--- src/pkg/rcs_regs.svh ---
/*
 * Register offsets, field positions, reset values and timing counts of
 * the reset-cause and stop-mode block.
 * Assumes a 32-bit APB with byte addresses and word-aligned registers.
 */
`ifndef RCS_REGS_SVH
`define RCS_REGS_SVH

// ----------------------------------------------------------------------
// Register byte offsets
// ----------------------------------------------------------------------
`define RCS_OFF_STATUS 12'h000
`define RCS_OFF_CTRL 12'h004
`define RCS_OFF_IRQ_STAT 12'h008
`define RCS_OFF_IRQ_MASK 12'h00C

// ----------------------------------------------------------------------
// Cause status bit positions
// ----------------------------------------------------------------------
`define RCS_BIT_POR 7
`define RCS_BIT_STOP 6
`define RCS_BIT_WDT 5
`define RCS_BIT_EXT 4

// ----------------------------------------------------------------------
// Control bit positions
// ----------------------------------------------------------------------
`define RCS_CTL_WDT_EN 0
`define RCS_CTL_WDT_OSC_EN 1
`define RCS_CTL_DROOP_EN 2
`define RCS_CTL_HALT 3
`define RCS_CTL_XTAL_EN 4

// ----------------------------------------------------------------------
// Reset values and timing
// ----------------------------------------------------------------------
`define RCS_CTRL_RESET 8'h07
`define RCS_MASK_RESET 8'h00
`define RCS_SEQ_NS 1000
`define RCS_CLK_NS 50
`define RCS_SEQ_CYCLES ((`RCS_SEQ_NS + `RCS_CLK_NS - 1) / `RCS_CLK_NS)

`endif

--- src/pkg/rcs_pkg.sv ---
/*
 * Types of the reset-cause and stop-mode block.
 * Assumes rcs_regs.svh supplies the numeric constants.
 */
package rcs_pkg;

  typedef enum logic [2:0] {
    ST_RESET = 3'b000,
    ST_SEQ = 3'b001,
    ST_ACTIVE = 3'b010,
    ST_HALT = 3'b011,
    ST_STOP = 3'b100
  } rcs_mode_type;

  typedef struct packed {
    logic psel;
    logic penable;
    logic pwrite;
    logic [11:0] paddr;
    logic [31:0] pwdata;
  } rcs_apb_req_type;

  typedef struct packed {
    logic cpu_clk_en;
    logic sys_clk_en;
    logic xtal_osc_en;
    logic ipo_en;
    logic xtal_pins_en;
    logic porta_gpio;
    logic periph_en;
    logic wdt_osc_run;
    logic wdt_run;
    logic droop_run;
  } rcs_power_type;

  typedef struct packed {
    rcs_mode_type mode;
    logic [7:0] cause;
    logic [7:0] ctrl;
    logic [7:0] irq_stat;
    logic [7:0] irq_mask;
    logic [7:0] seq_cnt;
    logic [31:0] prdata;
    logic ext_pend;
  } rcs_state_type;

endpackage : rcs_pkg

--- src/rtl/rcs_core.sv ---
/*
 * Reset-cause tracking and low-power mode control, APB slave.
 * Assumes the droop detector, watchdog, reset pin and stop/halt
 * instruction decode arrive as synchronous levels or one-cycle pulses,
 * and that droop_detect_in_stop is a static nonvolatile option.
 */
// Design decisions made here: the APB slave port and the placing of the registers.
// Overview of operation
// - Droop below threshold forces and holds reset.
// - After supply returns, sequence then set power-up.
// - Option bit keeps droop detector in stop.
// - Stop recovery sets stop flag; watchdog tells cause.
// - Stop flag cleared by POR, awake timeout, read.
// - Watchdog flag set on timeout, cleared by POR, pin recovery, read.
// - External reset flag set by pin, cleared likewise.
// - Stop powers all down except droop, watchdog.
// - Stop halts oscillators, clock, CPU, program counter.
// - Stop disables crystal pins, port A reverts.
// - Watchdog oscillator and logic run if enabled.
// - Halt stops only CPU; active otherwise.
// - Stop exits through stop recovery, the external reset pin, or droop with option.
`timescale 1ns/1ps
`include "rcs_regs.svh"

module rcs_core #(
  parameter int SEQ_CYCLES = `RCS_SEQ_CYCLES
) (
  input wire logic CLOCK,
  input wire logic RST,
  input wire logic PSEL,
  input wire logic PENABLE,
  input wire logic PWRITE,
  input wire logic [11:0] PADDR,
  input wire logic [31:0] PWDATA,
  output logic [31:0] PRDATA,
  output logic PREADY,
  output logic PSLVERR,
  input wire logic DROOP_LOW,
  input wire logic SUPPLY_ABOVE_POR,
  input wire logic DROOP_DETECT_IN_STOP,
  input wire logic EXT_RESET_PIN,
  input wire logic WDT_TIMEOUT,
  input wire logic STOP_EXEC,
  input wire logic HALT_EXIT,
  input wire logic RECOVER_PIN,
  output logic SYS_RESET,
  output logic CPU_CLK_EN,
  output logic SYS_CLK_EN,
  output logic XTAL_OSC_EN,
  output logic IPO_EN,
  output logic XTAL_PINS_EN,
  output logic PORTA_GPIO,
  output logic PERIPH_EN,
  output logic WDT_OSC_RUN,
  output logic WDT_RUN,
  output logic DROOP_RUN,
  output logic IRQ
);

  rcs_pkg::rcs_state_type s_q, s_d;
  rcs_pkg::rcs_power_type pwr;

  logic setup;
  logic access;
  logic rd_status;
  logic in_stop;
  logic droop_active;
  logic wdt_in_stop;
  logic stop_recover;
  logic [7:0] events;

  function automatic logic hit(input logic [11:0] a, input logic [11:0] o);
    hit = (a == o);
  endfunction : hit

  // ----------------------------------------------------------------------
  // Bus decode
  // ----------------------------------------------------------------------
  assign setup = PSEL && !PENABLE;
  assign access = PSEL && PENABLE;
  assign rd_status = access && !PWRITE && hit(PADDR, `RCS_OFF_STATUS);
  assign PREADY = 1'b1;
  assign PSLVERR = access && !(hit(PADDR, `RCS_OFF_STATUS) ||
    hit(PADDR, `RCS_OFF_CTRL) || hit(PADDR, `RCS_OFF_IRQ_STAT) ||
    hit(PADDR, `RCS_OFF_IRQ_MASK));
  assign PRDATA = s_q.prdata;

  assign in_stop = (s_q.mode == rcs_pkg::ST_STOP);
  // Droop detector only counts in stop when the option keeps it alive
  assign droop_active = DROOP_LOW &&
    (!in_stop || DROOP_DETECT_IN_STOP);
  assign wdt_in_stop = WDT_TIMEOUT && in_stop && s_q.ctrl[`RCS_CTL_WDT_EN];
  // Recovery from stop: watchdog timeout or pin change only
  assign stop_recover = in_stop && (wdt_in_stop || RECOVER_PIN);

  // ----------------------------------------------------------------------
  // Next state
  // ----------------------------------------------------------------------
  always_comb begin
    s_d = s_q;
    events = 8'h00;
    if (PSEL && PENABLE) begin
      s_d.prdata = 32'h0000_0000;
    end
    // Read clears only the bits it reported, so an event between setup
    // and access is kept; events set below win over the clear
    if (rd_status) begin
      s_d.cause = s_q.cause & ~s_q.prdata[7:0];
    end
    case (s_q.mode)
      rcs_pkg::ST_RESET: begin
        // Held in reset while supply stays under the power-up threshold
        if (SUPPLY_ABOVE_POR && !DROOP_LOW) begin
          s_d.mode = rcs_pkg::ST_SEQ;
          s_d.seq_cnt = 8'h00;
        end
      end
      rcs_pkg::ST_SEQ: begin
        if (s_q.seq_cnt == 8'(SEQ_CYCLES - 1)) begin
          s_d.mode = rcs_pkg::ST_ACTIVE;
          s_d.cause = 8'h00;
          s_d.cause[`RCS_BIT_POR] = 1'b1;
          s_d.cause[`RCS_BIT_EXT] = s_q.ext_pend;
          s_d.ext_pend = 1'b0;
          events[`RCS_BIT_POR] = 1'b1;
          events[`RCS_BIT_EXT] = s_q.ext_pend;
        end else begin
          s_d.seq_cnt = s_q.seq_cnt + 8'h01;
        end
      end
      rcs_pkg::ST_ACTIVE: begin
        if (STOP_EXEC) begin
          s_d.mode = rcs_pkg::ST_STOP;
        end else if (s_q.ctrl[`RCS_CTL_HALT]) begin
          s_d.mode = rcs_pkg::ST_HALT;
          s_d.ctrl[`RCS_CTL_HALT] = 1'b0;
        end
      end
      rcs_pkg::ST_HALT: begin
        if (HALT_EXIT) begin
          s_d.mode = rcs_pkg::ST_ACTIVE;
        end
      end
      rcs_pkg::ST_STOP: begin
        if (stop_recover) begin
          s_d.mode = rcs_pkg::ST_ACTIVE;
        end
      end
      default: begin
        s_d.mode = rcs_pkg::ST_RESET;
      end
    endcase

    if (stop_recover) begin
      s_d.cause[`RCS_BIT_STOP] = 1'b1;
      events[`RCS_BIT_STOP] = 1'b1;
      if (wdt_in_stop) begin
        s_d.cause[`RCS_BIT_WDT] = 1'b1;
        events[`RCS_BIT_WDT] = 1'b1;
      end else begin
        s_d.cause[`RCS_BIT_WDT] = 1'b0;
        s_d.cause[`RCS_BIT_EXT] = 1'b0;
      end
    end
    if (WDT_TIMEOUT && !in_stop && s_q.ctrl[`RCS_CTL_WDT_EN] &&
        (s_q.mode == rcs_pkg::ST_ACTIVE || s_q.mode == rcs_pkg::ST_HALT)) begin
      s_d.cause[`RCS_BIT_STOP] = 1'b0;
      s_d.cause[`RCS_BIT_WDT] = 1'b1;
      events[`RCS_BIT_WDT] = 1'b1;
    end

    // External pin reset restarts the sequence, remembering the cause
    if (EXT_RESET_PIN && s_q.mode != rcs_pkg::ST_RESET) begin
      s_d.mode = rcs_pkg::ST_SEQ;
      s_d.seq_cnt = 8'h00;
      s_d.ext_pend = 1'b1;
    end
    // Droop wins over every mode change and cause update and wipes the causes, as power-up does
    if (droop_active) begin
      s_d.mode = rcs_pkg::ST_RESET;
      s_d.cause = 8'h00;
      s_d.ext_pend = 1'b0;
    end

    // Register file
    if (access && PWRITE) begin
      if (hit(PADDR, `RCS_OFF_CTRL)) begin
        s_d.ctrl = PWDATA[7:0];
      end
      if (hit(PADDR, `RCS_OFF_IRQ_MASK)) begin
        s_d.irq_mask = PWDATA[7:0];
      end
    end
    if (setup && !PWRITE) begin
      if (hit(PADDR, `RCS_OFF_STATUS)) begin
        s_d.prdata = {24'h00_0000, s_q.cause};
      end else if (hit(PADDR, `RCS_OFF_CTRL)) begin
        s_d.prdata = {24'h00_0000, s_q.ctrl};
      end else if (hit(PADDR, `RCS_OFF_IRQ_STAT)) begin
        s_d.prdata = {24'h00_0000, s_q.irq_stat};
      end else if (hit(PADDR, `RCS_OFF_IRQ_MASK)) begin
        s_d.prdata = {24'h00_0000, s_q.irq_mask};
      end else begin
        s_d.prdata = 32'h0000_0000;
      end
    end
    // Read of the interrupt status clears it; new events win
    if (access && !PWRITE && hit(PADDR, `RCS_OFF_IRQ_STAT)) begin
      s_d.irq_stat = s_q.irq_stat & ~s_q.prdata[7:0];
    end
    s_d.irq_stat = s_d.irq_stat | events;
  end

  always_ff @(posedge CLOCK) begin
    if (RST) begin
      s_q <= '{mode: rcs_pkg::ST_RESET, cause: 8'h00,
               ctrl: `RCS_CTRL_RESET, irq_stat: 8'h00,
               irq_mask: `RCS_MASK_RESET, seq_cnt: 8'h00,
               prdata: 32'h0000_0000, ext_pend: 1'b0};
    end else begin
      s_q <= s_d;
    end
  end

  // ----------------------------------------------------------------------
  // Power and clock gating
  // ----------------------------------------------------------------------
  // Software must read the status before acknowledging the watchdog
  // interrupt; nothing here enforces it.
  always_comb begin
    pwr.cpu_clk_en = (s_q.mode == rcs_pkg::ST_ACTIVE);
    pwr.sys_clk_en = !in_stop && s_q.mode != rcs_pkg::ST_RESET;
    pwr.xtal_osc_en = !in_stop && s_q.ctrl[`RCS_CTL_XTAL_EN];
    pwr.ipo_en = !in_stop;
    pwr.xtal_pins_en = !in_stop && s_q.ctrl[`RCS_CTL_XTAL_EN];
    pwr.porta_gpio = in_stop || !s_q.ctrl[`RCS_CTL_XTAL_EN];
    pwr.periph_en = !in_stop && s_q.mode != rcs_pkg::ST_RESET;
    pwr.wdt_osc_run = s_q.ctrl[`RCS_CTL_WDT_OSC_EN];
    pwr.wdt_run = s_q.ctrl[`RCS_CTL_WDT_EN];
    pwr.droop_run = s_q.ctrl[`RCS_CTL_DROOP_EN] &&
      (!in_stop || DROOP_DETECT_IN_STOP);
  end

  assign SYS_RESET = (s_q.mode == rcs_pkg::ST_RESET) ||
    (s_q.mode == rcs_pkg::ST_SEQ);
  assign CPU_CLK_EN = pwr.cpu_clk_en;
  assign SYS_CLK_EN = pwr.sys_clk_en;
  assign XTAL_OSC_EN = pwr.xtal_osc_en;
  assign IPO_EN = pwr.ipo_en;
  assign XTAL_PINS_EN = pwr.xtal_pins_en;
  assign PORTA_GPIO = pwr.porta_gpio;
  assign PERIPH_EN = pwr.periph_en;
  assign WDT_OSC_RUN = pwr.wdt_osc_run;
  assign WDT_RUN = pwr.wdt_run;
  assign DROOP_RUN = pwr.droop_run;
  assign IRQ = |(s_q.irq_stat & s_q.irq_mask);

  // ----------------------------------------------------------------------
  // Checks
  // ----------------------------------------------------------------------
  chk_droop_reset: assert property (
    @(posedge CLOCK) disable iff (RST)
    (DROOP_LOW && !in_stop) |=> (s_q.mode == rcs_pkg::ST_RESET && SYS_RESET))
    else $error("droop did not force reset");

  chk_por_flag: assert property (
    @(posedge CLOCK) disable iff (RST)
    (s_q.mode == rcs_pkg::ST_SEQ && $past(s_q.mode) == rcs_pkg::ST_RESET &&
     !DROOP_LOW && !EXT_RESET_PIN) ##1 (!DROOP_LOW && !EXT_RESET_PIN)[*3]
    |-> ##[1:60] s_q.cause[`RCS_BIT_POR])
    else $error("power-up flag not set after sequence");

  chk_stop_set: assert property (
    @(posedge CLOCK) disable iff (RST)
    (stop_recover && !droop_active && !EXT_RESET_PIN)
    |=> s_q.cause[`RCS_BIT_STOP] && s_q.mode == rcs_pkg::ST_ACTIVE)
    else $error("stop recovery flag not set");

  chk_read_clear: assert property (
    @(posedge CLOCK) disable iff (RST)
    (rd_status && !stop_recover && !WDT_TIMEOUT && !(s_q.mode ==
     rcs_pkg::ST_SEQ) && !EXT_RESET_PIN &&
     s_q.cause == s_q.prdata[7:0]) |=> s_q.cause == 8'h00)
    else $error("status read did not clear flags");

  chk_wdt_set: assert property (
    @(posedge CLOCK) disable iff (RST)
    (WDT_TIMEOUT && s_q.ctrl[`RCS_CTL_WDT_EN] && !droop_active &&
     s_q.mode inside {rcs_pkg::ST_ACTIVE, rcs_pkg::ST_HALT,
     rcs_pkg::ST_STOP}) |=> s_q.cause[`RCS_BIT_WDT])
    else $error("watchdog flag lost");

  chk_pin_clear: assert property (
    @(posedge CLOCK) disable iff (RST)
    (stop_recover && !wdt_in_stop && !EXT_RESET_PIN && !droop_active)
    |=> !s_q.cause[`RCS_BIT_EXT] && !s_q.cause[`RCS_BIT_WDT])
    else $error("pin recovery left flags set");

  chk_stop_gate: assert property (
    @(posedge CLOCK) disable iff (RST)
    in_stop |-> !CPU_CLK_EN && !SYS_CLK_EN && !IPO_EN && !XTAL_PINS_EN &&
    PORTA_GPIO && !PERIPH_EN)
    else $error("stop mode left clocks running");

  chk_stop_hold: assert property (
    @(posedge CLOCK) disable iff (RST)
    (in_stop && !stop_recover && !droop_active && !EXT_RESET_PIN)
    |=> in_stop)
    else $error("stop exited without recovery");

  chk_halt_cpu: assert property (
    @(posedge CLOCK) disable iff (RST)
    (s_q.mode == rcs_pkg::ST_HALT) |-> !CPU_CLK_EN && SYS_CLK_EN)
    else $error("halt gated more than the cpu");

  chk_droop_hold: assert property (
    @(posedge CLOCK) disable iff (RST)
    (s_q.mode == rcs_pkg::ST_RESET && !SUPPLY_ABOVE_POR)
    |=> s_q.mode == rcs_pkg::ST_RESET)
    else $error("reset left below power-up threshold");

  chk_droop_off: assert property (
    @(posedge CLOCK) disable iff (RST)
    (in_stop && !DROOP_DETECT_IN_STOP) |-> !DROOP_RUN)
    else $error("droop detector ran in stop without option");

  chk_xtal_active: assert property (
    @(posedge CLOCK) disable iff (RST)
    (s_q.mode == rcs_pkg::ST_ACTIVE && s_q.ctrl[`RCS_CTL_XTAL_EN])
    |-> XTAL_PINS_EN && XTAL_OSC_EN && !PORTA_GPIO)
    else $error("crystal pins not in use while enabled");

  chk_wdt_stop: assert property (
    @(posedge CLOCK) disable iff (RST)
    (in_stop && s_q.ctrl[`RCS_CTL_WDT_EN] && s_q.ctrl[`RCS_CTL_WDT_OSC_EN])
    |-> WDT_RUN && WDT_OSC_RUN)
    else $error("watchdog stopped in stop while enabled");

  chk_halt_entry: assert property (
    @(posedge CLOCK) disable iff (RST)
    (s_q.mode == rcs_pkg::ST_ACTIVE && s_q.ctrl[`RCS_CTL_HALT] &&
     !STOP_EXEC && !EXT_RESET_PIN && !droop_active && !(access && PWRITE))
    |=> s_q.mode == rcs_pkg::ST_HALT && !s_q.ctrl[`RCS_CTL_HALT])
    else $error("halt request not taken");

  chk_irq_keep: assert property (
    @(posedge CLOCK) disable iff (RST)
    (access && !PWRITE && hit(PADDR, `RCS_OFF_IRQ_STAT) && WDT_TIMEOUT &&
     s_q.ctrl[`RCS_CTL_WDT_EN] && !droop_active &&
     s_q.mode inside {rcs_pkg::ST_ACTIVE, rcs_pkg::ST_HALT, rcs_pkg::ST_STOP})
    |=> s_q.irq_stat[`RCS_BIT_WDT])
    else $error("watchdog event lost to interrupt read");

endmodule : rcs_core
--- config.mk ---
export PLATFORM = sky130hd
export DESIGN_NAME = rcs_core
export DESIGN_NICKNAME = d
export VERILOG_FILES = /design/src/pkg/rcs_pkg.sv /design/src/rtl/rcs_core.sv
export VERILOG_INCLUDE_DIRS = /design/src /design/src/pkg
export SDC_FILE = /design/constraint.sdc
export NUM_CORES = 1
export LEC_CHECK = 0
export BUFFER_PORTS_ARGS = -buffer_cell sky130_fd_sc_hd__buf_4
export CAP_MARGIN = 20
export CORE_MARGIN = 4
export CORE_UTILIZATION = 30
export CTS_CLUSTER_DIAMETER = 100
export DETAILED_ROUTE_END_ITERATION = 7
export GPL_ROUTABILITY_DRIVEN = 0
export PLACE_DENSITY_LB_ADDON = 0.2
export SYNTH_ARGS = -nofsm -noshare
export SYNTH_HDL_FRONTEND = slang
export SYNTH_SLANG_ARGS = --single-unit
export TNS_END_PERCENT = 20
--- constraint.sdc ---
create_clock -name CLOCK -period 1.7 [get_ports CLOCK]
set_input_delay 0.17 -clock CLOCK [delete_from_list [all_inputs] [get_ports CLOCK]]
set_output_delay 0.17 -clock CLOCK [all_outputs]
set_load 0.01 [all_outputs]
# --- Word level (Yosys, flattened, before mapping) ---
# Cells that the tools add are included.
word_totals:
  in_bits: 57
  output_inout_bits: 46
  elab_cells: 125
  ff_bits: 76
op_classes:
  n_addsub: 1
  eq_ne: 19
  bitwise: 5
  muxes: 37
  reduce_logical: 52
ops:
  columns: ["operator", "count"]
  rows:
  - ["8-bit 2-to-1 mux", 9]
  - ["32-bit 2-to-1 mux", 2]
  - ["8-bit AND", 3]
  - ["12-bit by 4-bit == test with 1-bit output, second input constant", 2]
  - ["1-bit logical AND", 20]
  - ["3-bit 2-to-1 mux", 6]
  - ["8-bit case mux with 2 select lines", 1]
  - ["3-bit case mux with 5 select lines", 1]
  - ["1-bit 2-to-1 mux", 14]
  - ["12-bit by 3-bit == test with 1-bit output, second input constant", 1]
  - ["12-bit zero test", 1]
  - ["11-bit 2-to-1 mux", 1]
  - ["5-bit AND reduction", 2]
  - ["8-bit by 1-bit adder with 8-bit output, second input constant", 1]
  - ["8-bit by 5-bit == test with 1-bit output, second input constant", 1]
  - ["1-bit logical OR", 8]
  - ["4-bit 2-to-1 mux", 2]
  - ["2-bit != test, second input constant", 4]
  - ["8-bit NOT", 1]
  - ["8-bit OR", 1]
  - ["2-bit nonzero test", 4]
  - ["8-bit OR reduction", 1]
  - ["3-bit by 2-bit == test with 1-bit output, second input constant", 2]
  - ["1-bit zero test", 6]
  - ["14 further kinds", 20]

# --- Longest topological paths before layout ---
# Gate-level depths: netlist (run 1).
depth:
  word_depth: 9
  depth_mapped: 6
  mapped_depth_nobuf: 5

# --- Worst setup path after synthesis (run 1) ---
# OpenSTA, ideal clock, no wires.
synth_path:
  kind: "register to register"
  from: "reg s_q[75] in the netlist's numbering"
  to: "reg s_q[70] in the netlist's numbering"
  path_slack_ns: 0.027
  setup_ns: 0.115
  path_buffers: 2
  path_stages_with_launch: 7
  required_time_ns: 1.585
  arrival_ns: 1.558
  cell_sequence: "dfxtp_1 buf_4 or3b_1 clkbuf_1 or2_2 o2111a_1 o21a_1"
synth_via:
  word_cells_on_any_way: 20
synth_lines:
  columns: ["item", "line", "source"]
  rows:
  - ["from (decl)", "rcs_core.sv:60", "rcs_pkg::rcs_state_type s_q, s_d;"]
  - ["from (signal assigned)", "rcs_core.sv:216", "s_q <= '{mode: rcs_pkg::ST_RESET, cause: 8'h00,"]
  - ["3-bit == test *", "rcs_core.sv:88", "assign in_stop = (s_q.mode == rcs_pkg::ST_STOP);"]
  - ["1-bit zero test *", null, null]
  - ["net IPO_EN", "rcs_core.sv:50", "output logic IPO_EN,"]
  - ["1-bit logical AND (3 in series)", "rcs_core.sv:165", "if (WDT_TIMEOUT && !in_stop && s_q.ctrl[`RCS_CTL_WDT_EN] &&"]
  - ["1-bit 2-to-1 mux", "rcs_core.sv:165", null]
# The timed path passes the listed nets; every way through them passes the cells marked *.
# A chain may end at the register's enable or synchronous reset.

# --- Worst setup path after layout (run 1) ---
layout_path:
  from: "reg s_q[74] in the netlist's numbering"
  to: "out XTAL_OSC_EN"
layout_via:
  elab_chain_cells: 3
layout_rtl:
  columns: ["item", "line", "source"]
  rows:
  - ["3-bit == test", "rcs_core.sv:88", null]
  - ["1-bit zero test", "rcs_core.sv:233", "pwr.xtal_osc_en = !in_stop && s_q.ctrl[`RCS_CTL_XTAL_EN];"]
  - ["1-bit logical AND", "rcs_core.sv:233", null]
  - ["to (decl)", "rcs_core.sv:49", "output logic XTAL_OSC_EN,"]
# No other way between the ends.

==> results of run 1 <==
==> metrics by stage <==
step                instances  worst slack (ns)  power (mW)  hold slack (ns)  setup TNS [ns]
floorplan                 377            0.0275        1.43            0.309               0
finish                    564           -0.0238        2.24           0.0939         -0.0656
CTS                       561           -0.0754        2.26           0.0852          -0.177
global route              564           -0.0683        2.34           0.0858          -0.252
global placement          553           -0.0911        1.52            0.424          -0.681
detailed placement        553            -0.162        1.52            0.421           -1.53
==> cells in the mapped netlist (all sizes together) (2+ instances only) <==
| cell type | number | share of area |
|---|---|---|
| clkbuf | 10 | 0.013 |
| o31ai | 3 | 0.0078 |
| nor2b | 2 | 0.0043 |
| a211o | 2 | 0.0061 |
| nor4bb | 2 | 0.0069 |
| nand2 | 34 | 0.044 |
| nor4 | 3 | 0.016 |
| xor2 | 3 | 0.0091 |
| or4 | 6 | 0.018 |
| a22oi | 4 | 0.010 |
| inv | 11 | 0.014 |
| and3 | 6 | 0.013 |
| nor2 | 16 | 0.022 |
| and2 | 4 | 0.0087 |
| a211oi | 2 | 0.0052 |
| conb | 2 | 0.0026 |
| buf | 40 | 0.10 |
| dfxtp | 52 | 0.36 |
| nor3 | 2 | 0.0035 |
| o21a | 3 | 0.0078 |
| a21oi | 34 | 0.059 |
| nor4b | 3 | 0.014 |
| mux2i | 9 | 0.031 |
| and4 | 3 | 0.0091 |
| o2111ai | 3 | 0.0091 |
| nand4 | 6 | 0.013 |
| or2 | 3 | 0.0065 |
| o21ai | 31 | 0.054 |
| o221ai | 9 | 0.027 |
| nand3 | 22 | 0.038 |
| nand2b | 6 | 0.013 |
| or3b | 2 | 0.0061 |
==> power groups by stage <==
stage | clock, mW | combinational, mW | sequential [mW]
finish | 0.738 | 0.276 | 1.22
CTS | 0.761 | 0.270 | 1.23
floorplan | 0 | 0.175 | 1.25
global placement | 0 | 0.265 | 1.25
global route | 0.814 | 0.300 | 1.22
detailed placement | 0 | 0.268 | 1.25
==> timing repair <==
action | CTS | global route
cloned | 0 | 0
hold buffers | 0 | 0
pin swaps | 1 | 2
buffers inserted | 0 | 4
endpoints found under the setup margin | 20 | 18
gates resized for setup | 15 | 13
==> worst max path at each step <==
stage                        from           end  slack [ns]  depth (start not counted)
after CTS                 s_q[74]     DROOP_RUN       -0.08                          4
after global placement    s_q[33]       s_q[67]       -0.09                          6
after floorplan           s_q[75]       s_q[70]        0.03                          6
after detailed placement  s_q[33]       s_q[66]       -0.16                          6
final                     s_q[74]   XTAL_OSC_EN       -0.02                          6
after global routing      s_q[74]  XTAL_PINS_EN       -0.07                          6
==> routing by layer <==
layer / up-vias / track usage / share of wire
met1: 1258 / 0.209 / 0.48
li1: 1383 / - / -
met4: 0 / 0.0379 / 0.011
met5: - / 0 / 0
met2: 90 / 0.220 / 0.46
met3: 8 / 0.0285 / 0.052
==> tightest hold or removal path, cell delays in order <==
cell and delay (ns):
buf_4 0.08, nand3_1 0.06, nand3_1 0.07
==> kinds of logic after synthesis <==
group | after synthesis | share of synthesized area
compound gates | 101 | 0.216
buf+inv | 61 | 0.127
other cells | 2 | 0.00260
flops | 52 | 0.360
xor+xnor | 3 | 0.00909
mux | 9 | 0.0312
simple gates | 125 | 0.250
fa+ha+maj | 1 | 0.00433
==> area by class of cell <==
cell class,instances,area [um^2]
fill,956,5600
multi-input combinational,264,1610
sequential,52,1050
timing repair buffer,100,773
tap,129,161
clock buffer,5,68.8
inverter,11,43.8
clock inverter,3,21.3
==> state kept, by name (all words and copies together) (netlist names) <==
name         cells
WDT_RUN          1
PRDATA           8
s_q             42
WDT_OSC_RUN      1
==> results.json, run 1 <==
{
  "vias": 2739,
  "htreeDepth": 2,
  "p_sw_uw": 604,
  "violations": "setup timing",
  "setup_viol_count_final": 3,
  "min_to": "WDT_OSC_RUN",
  "ir_drop_uv": 405,
  "dieWidth_um": 106,
  "crit_top_cell": "buf_6",
  "syn2layout_area_growth_pct": 29.0,
  "dpl_cell_area_mm2": 0.00354,
  "netlist_area_mm2": 0.00289,
  "cts_made_buffers": 5,
  "min_from": "PWDATA[1]",
  "cpLargestDelayFamily": "simple AND/OR/NAND/NOR gates",
  "final_common_cell": "buf_4",
  "synthCells": 354,
  "critPathLaunchType": "register",
  "hold_path_class": "in2reg",
  "synth_warnings": 0,
  "io_pins": 103,
  "root_buffer": "clkbuf_8",
  "synth_seq_cells": 52,
  "ys.flop_type": "dfxtp_1",
  "wl_per_cell_um": 14.9,
  "path_max_fanout": 5,
  "crit_slowest_cell": "or3b_4",
  "clk_latency_ns": 0.31,
  "max_freq_mhz": 580,
  "outcome": "complete, but fails checks",
  "cp-end-kind": "primary output",
  "core-area_mm2": 0.00933,
  "internal_power_mw": 1.63,
  "powerDensity_mw_per_mm2": 599,
  "chipHeight_um": 106,
  "grt.total_usage": 0.145,
  "p_leak_nw": 1.50,
  "num_antenna_cells": 0,
  "drive_gt1_frac": 0.303,
  "pwr-share-clk": 0.330,
  "grt_max_degree": 21,
  "final_util": 0.400,
  "overflow": 0,
  "cts_tree": "built",
  "cts.sinks": 52,
  "nNetsFinal": 492,
  "worstPathBufferInverterCount": 4,
  "synthArstFlopShare": 0,
  "ys_seq_area_frac": 0.360,
  "viasPerCell": 4.86,
  "cap_violations": 0,
  "fp-row-count": 35,
  "die_area_mm2": 0.0113,
  "clk_pin_slew_worst_paths_ns": 0.10,
  "cp.required_ns": 1.53,
  "layout_common_cells": "buf_4 (94), dfxtp_1 (48), nand2_1 (33), a21oi_1 (33), o21ai_0 (30)",
  "drtIter0Drc": 172,
  "synth_edf_count": 0,
  "final_area_mm2": 0.00373,
  "post-route-period-util": 1.01,
  "r2r_slack_ns": 0.05,
  "sw_frac_of_total": 0.270,
  "power_frac_seq": 0.547,
  "path_cells": "buf_6 -> or3b_4 -> buf_6 -> nand2_4 -> inv_4 -> buf_6",
  "grt_pass1_vias": 2574,
  "drc": 0,
  "avgSynthCellArea_um2": 8.16,
  "fin_ws_ns": -0.0238,
  "dp_hpwl_um": 6470,
  "comb_power_share": 0.123,
  "initial_core_util": 0.310,
  "reg2reg_from": "s_q[74]",
  "drt-total-wl_um": 8410,
  "crit_type": "reg2out",
  "fin_skew_ns": 0.00636,
  "cts_buffer_depth": 2,
  "hold_viol": 0,
  "rsz0062_at_grt": "true",
  "antenna_found_initial": 0,
  "grt_pass1_wl_um": 13200,
  "ff2ff_path_depth": 7,
  "portBuffers": 53,
  "ys_types": 57,
  "min_path_cells": 3,
  "slowest_delay_ns": 0.39,
  "drtPass1Iterations": 4,
  "period_minus_slack_ns": 1.72,
  "ant_nets": 0,
  "crit_arrival_ns": 1.55,
  "slew_viol_final": 0,
  "r2r-end": "s_q[70]"
}
Power figures use the tool's default switching activity.
==> run 2: changes to the inputs <==
--- a/config.mk
+++ b/config.mk
@@ -13,7 +13,7 @@
 export CTS_CLUSTER_DIAMETER = 100
 export DETAILED_ROUTE_END_ITERATION = 7
 export GPL_ROUTABILITY_DRIVEN = 0
-export PLACE_DENSITY_LB_ADDON = 0.2
+export PLACE_DENSITY = 0.67
 export SYNTH_ARGS = -nofsm -noshare
 export SYNTH_HDL_FRONTEND = slang
 export SYNTH_SLANG_ARGS = --single-unit
==> run 2 against run 1 <==
  * The flow still finishes with violations (setup timing)
  * Highest routed layer unchanged
  * Sequential power is essentially flat
  * Setup slack lost 0.045 ns
  * Combinational power is essentially flat
  * Clock power is 19% higher
  * Global-route usage is 0.75 points lower
  * Worst hold slack improved by 0.0014 ns
  * Maximum frequency is 2.5% lower
  * Sequential share of layout area hardly changed
  * Critical path type unchanged
  * Largest power group unchanged
  * Final area shrank 0.74%
  * First-iteration DRC count is 44% higher
  * Core utilization down 0.30 points
  * Largest cell class unchanged
  * Non-clock buffer count decreased by 7
==> results.json, run 2 (synthesis gave the netlist of run 1 again) <==
{
  "outcome": "complete, but fails checks",
  "violations": "setup timing",
  "clk_pin_slew_worst_paths_ns": 0.10,
  "crit_top_cell": "buf_6",
  "initial_core_util": 0.310,
  "hold-worst-slack_ns": 0.0953,
  "antenna_found_initial": 0,
  "powerDensity_mw_per_mm2": 645,
  "portBuffers": 53,
  "clk_latency_ns": 0.31,
  "p_leak_nw": 1.47,
  "multi_input_area_mm2": 0.00162,
  "overflow": 0,
  "crit_slowest_cell": "or4b_4",
  "chipHeight_um": 106,
  "crit_arrival_ns": 1.60,
  "r2r-end": "s_q[67]",
  "wl_per_cell_um": 14.9,
  "drtPass1Iterations": 5,
  "seq_area_mm2": 0.00105,
  "cap_violations": 0,
  "hold_path_class": "in2reg",
  "dieWidth_um": 106,
  "grt.total_usage": 0.138,
  "reg2reg_from": "s_q[73]",
  "largest_reg_flops": 42,
  "critPathLaunch": "s_q[73]",
  "fin_skew_ns": 0.00749,
  "grt.busiest_layer": "met2",
  "rsz0062_at_grt": "true",
  "ff2ff_path_depth": 4,
  "viasPerCell": 5.07,
  "final_common_cell": "buf_4",
  "cp-end-kind": "primary output",
  "vias": 2825,
  "io_pins": 103,
  "grt_pass1_vias": 2617,
  "drc": 0,
  "worstPathBufferInverterCount": 2,
  "cp.required_ns": 1.53,
  "cts_tree": "built",
  "regMostFlops": "s_q",
  "r2r_slack_ns": 0.08,
  "total_power_mw": 2.39,
  "fillCellCount": 953,
  "grt_max_degree": 21,
  "cts_made_buffers": 5,
  "crit_type": "reg2out",
  "post-route-period-util": 1.04,
  "place_ws_ns": -0.0814,
  "ir_drop_uv": 284,
  "layout_common_cells": "buf_4 (86), dfxtp_1 (49), a21oi_1 (34)",
  "critPathLaunchType": "register",
  "dp_hpwl_um": 6310,
  "cpLargestDelayFamily": "simple AND/OR/NAND/NOR gates",
  "grt_pass1_wl_um": 12700,
  "cts.sinks": 52,
  "ant_nets": 0,
  "drtIter0Drc": 248,
  "endpoint": "DROOP_RUN",
  "hold_viol": 0,
  "syn2layout_area_growth_pct": 28.1,
  "nNetsFinal": 485,
  "slew_viol_final": 0,
  "max_freq_mhz": 566,
  "path_cells": "or4b_4 -> buf_6 -> and2_4 -> buf_6",
  "path_max_fanout": 5,
  "cts_buffer_depth": 2,
  "grtUsageMet2": 0.224,
  "ctsHoldBuffers": 0,
  "core-area_mm2": 0.00933,
  "met3_usage": 0.0200,
  "drt-total-wl_um": 8310,
  "fp-row-count": 35,
  "slowest_delay_ns": 0.51,
  "grt_use_met1": 0.187,
  "htreeDepth": 2,
  "drive_gt1_frac": 0.285,
  "setup_viol_count_final": 3,
  "period_minus_slack_ns": 1.77,
  "num_antenna_cells": 0,
  "fin_ws_ns": -0.0683,
  "root_buffer": "clkbuf_8",
  "cp_num_cells": 4,
  "die_area_mm2": 0.0113
}
==> run 2: per-layer routing <==
layer | share of wire | wire (um) | up-vias
met1 | 0.45 | 3720 | 1342
met4 | 0.012 | 97 | 0
met2 | 0.49 | 4060 | 104
li1 | - | - | 1372
met5 | 0 | 0 | -
met3 | 0.052 | 435 | 7
==> run 2: worst register-to-register path, delay by kind of cell, from the launching register on <==
kind | cells | cell delay [ns]
flops | 1 | 0.37
compound gates | 1 | 0.22
simple gates | 3 | 0.97
==> run 2: how the worst min path moves through the flow <==
stage	start	endpoint	slack, ns	cells past startpoint
3_5_place_dp	PWDATA[2]	s_q[59]	0.43	3
3_3_place_gp	PWDATA[2]	s_q[59]	0.42	3
6_report	PWDATA[1]	WDT_OSC_RUN	0.1	3
2_1_floorplan	STOP_EXEC	s_q[75]	0.31	2
4_1_cts	PWDATA[2]	s_q[59]	0.1	3
5_1_grt	PWDATA[2]	s_q[59]	0.11	3
==> run 2: per-stage QoR <==
| step | utilization | std cells | TNS [ns] | area [um^2] |
|---|---|---|---|---|
| finish | 0.397 | 557 | -0.107 | 3700 |
| global route | 0.397 | 557 | -0.234 | 3700 |
| CTS | 0.394 | 557 | -0.146 | 3670 |
| detailed placement | 0.376 | 548 | -0.446 | 3500 |
| global placement | 0.376 | 548 | -0.265 | 3500 |
| floorplan | - | 377 | 0 | 2980 |
==> run 2: cell type report <==
class / instances / area share
clock buffers: 6 / 0.0196
clock inverters: 2 / 0.0105
inverters: 11 / 0.0112
multi-input cells: 264 / 0.437
flip-flops and latches: 52 / 0.283
well taps: 129 / 0.0436
repair buffers: 93 / 0.196
==> run 2: what timing repair did <==
item,CTS,global route
buffers inserted,1,0
pin swaps,1,2
endpoints found under the setup margin,17,10
gates resized for setup,17,6
==> run 2: where the power goes <==
part	leakage, nW	total [mW]	switching, mW	internal (mW)
clock	0.0558	0.881	0.435	0.446
combinational	0.991	0.279	0.154	0.125
sequential	0.421	1.23	0.00516	1.22
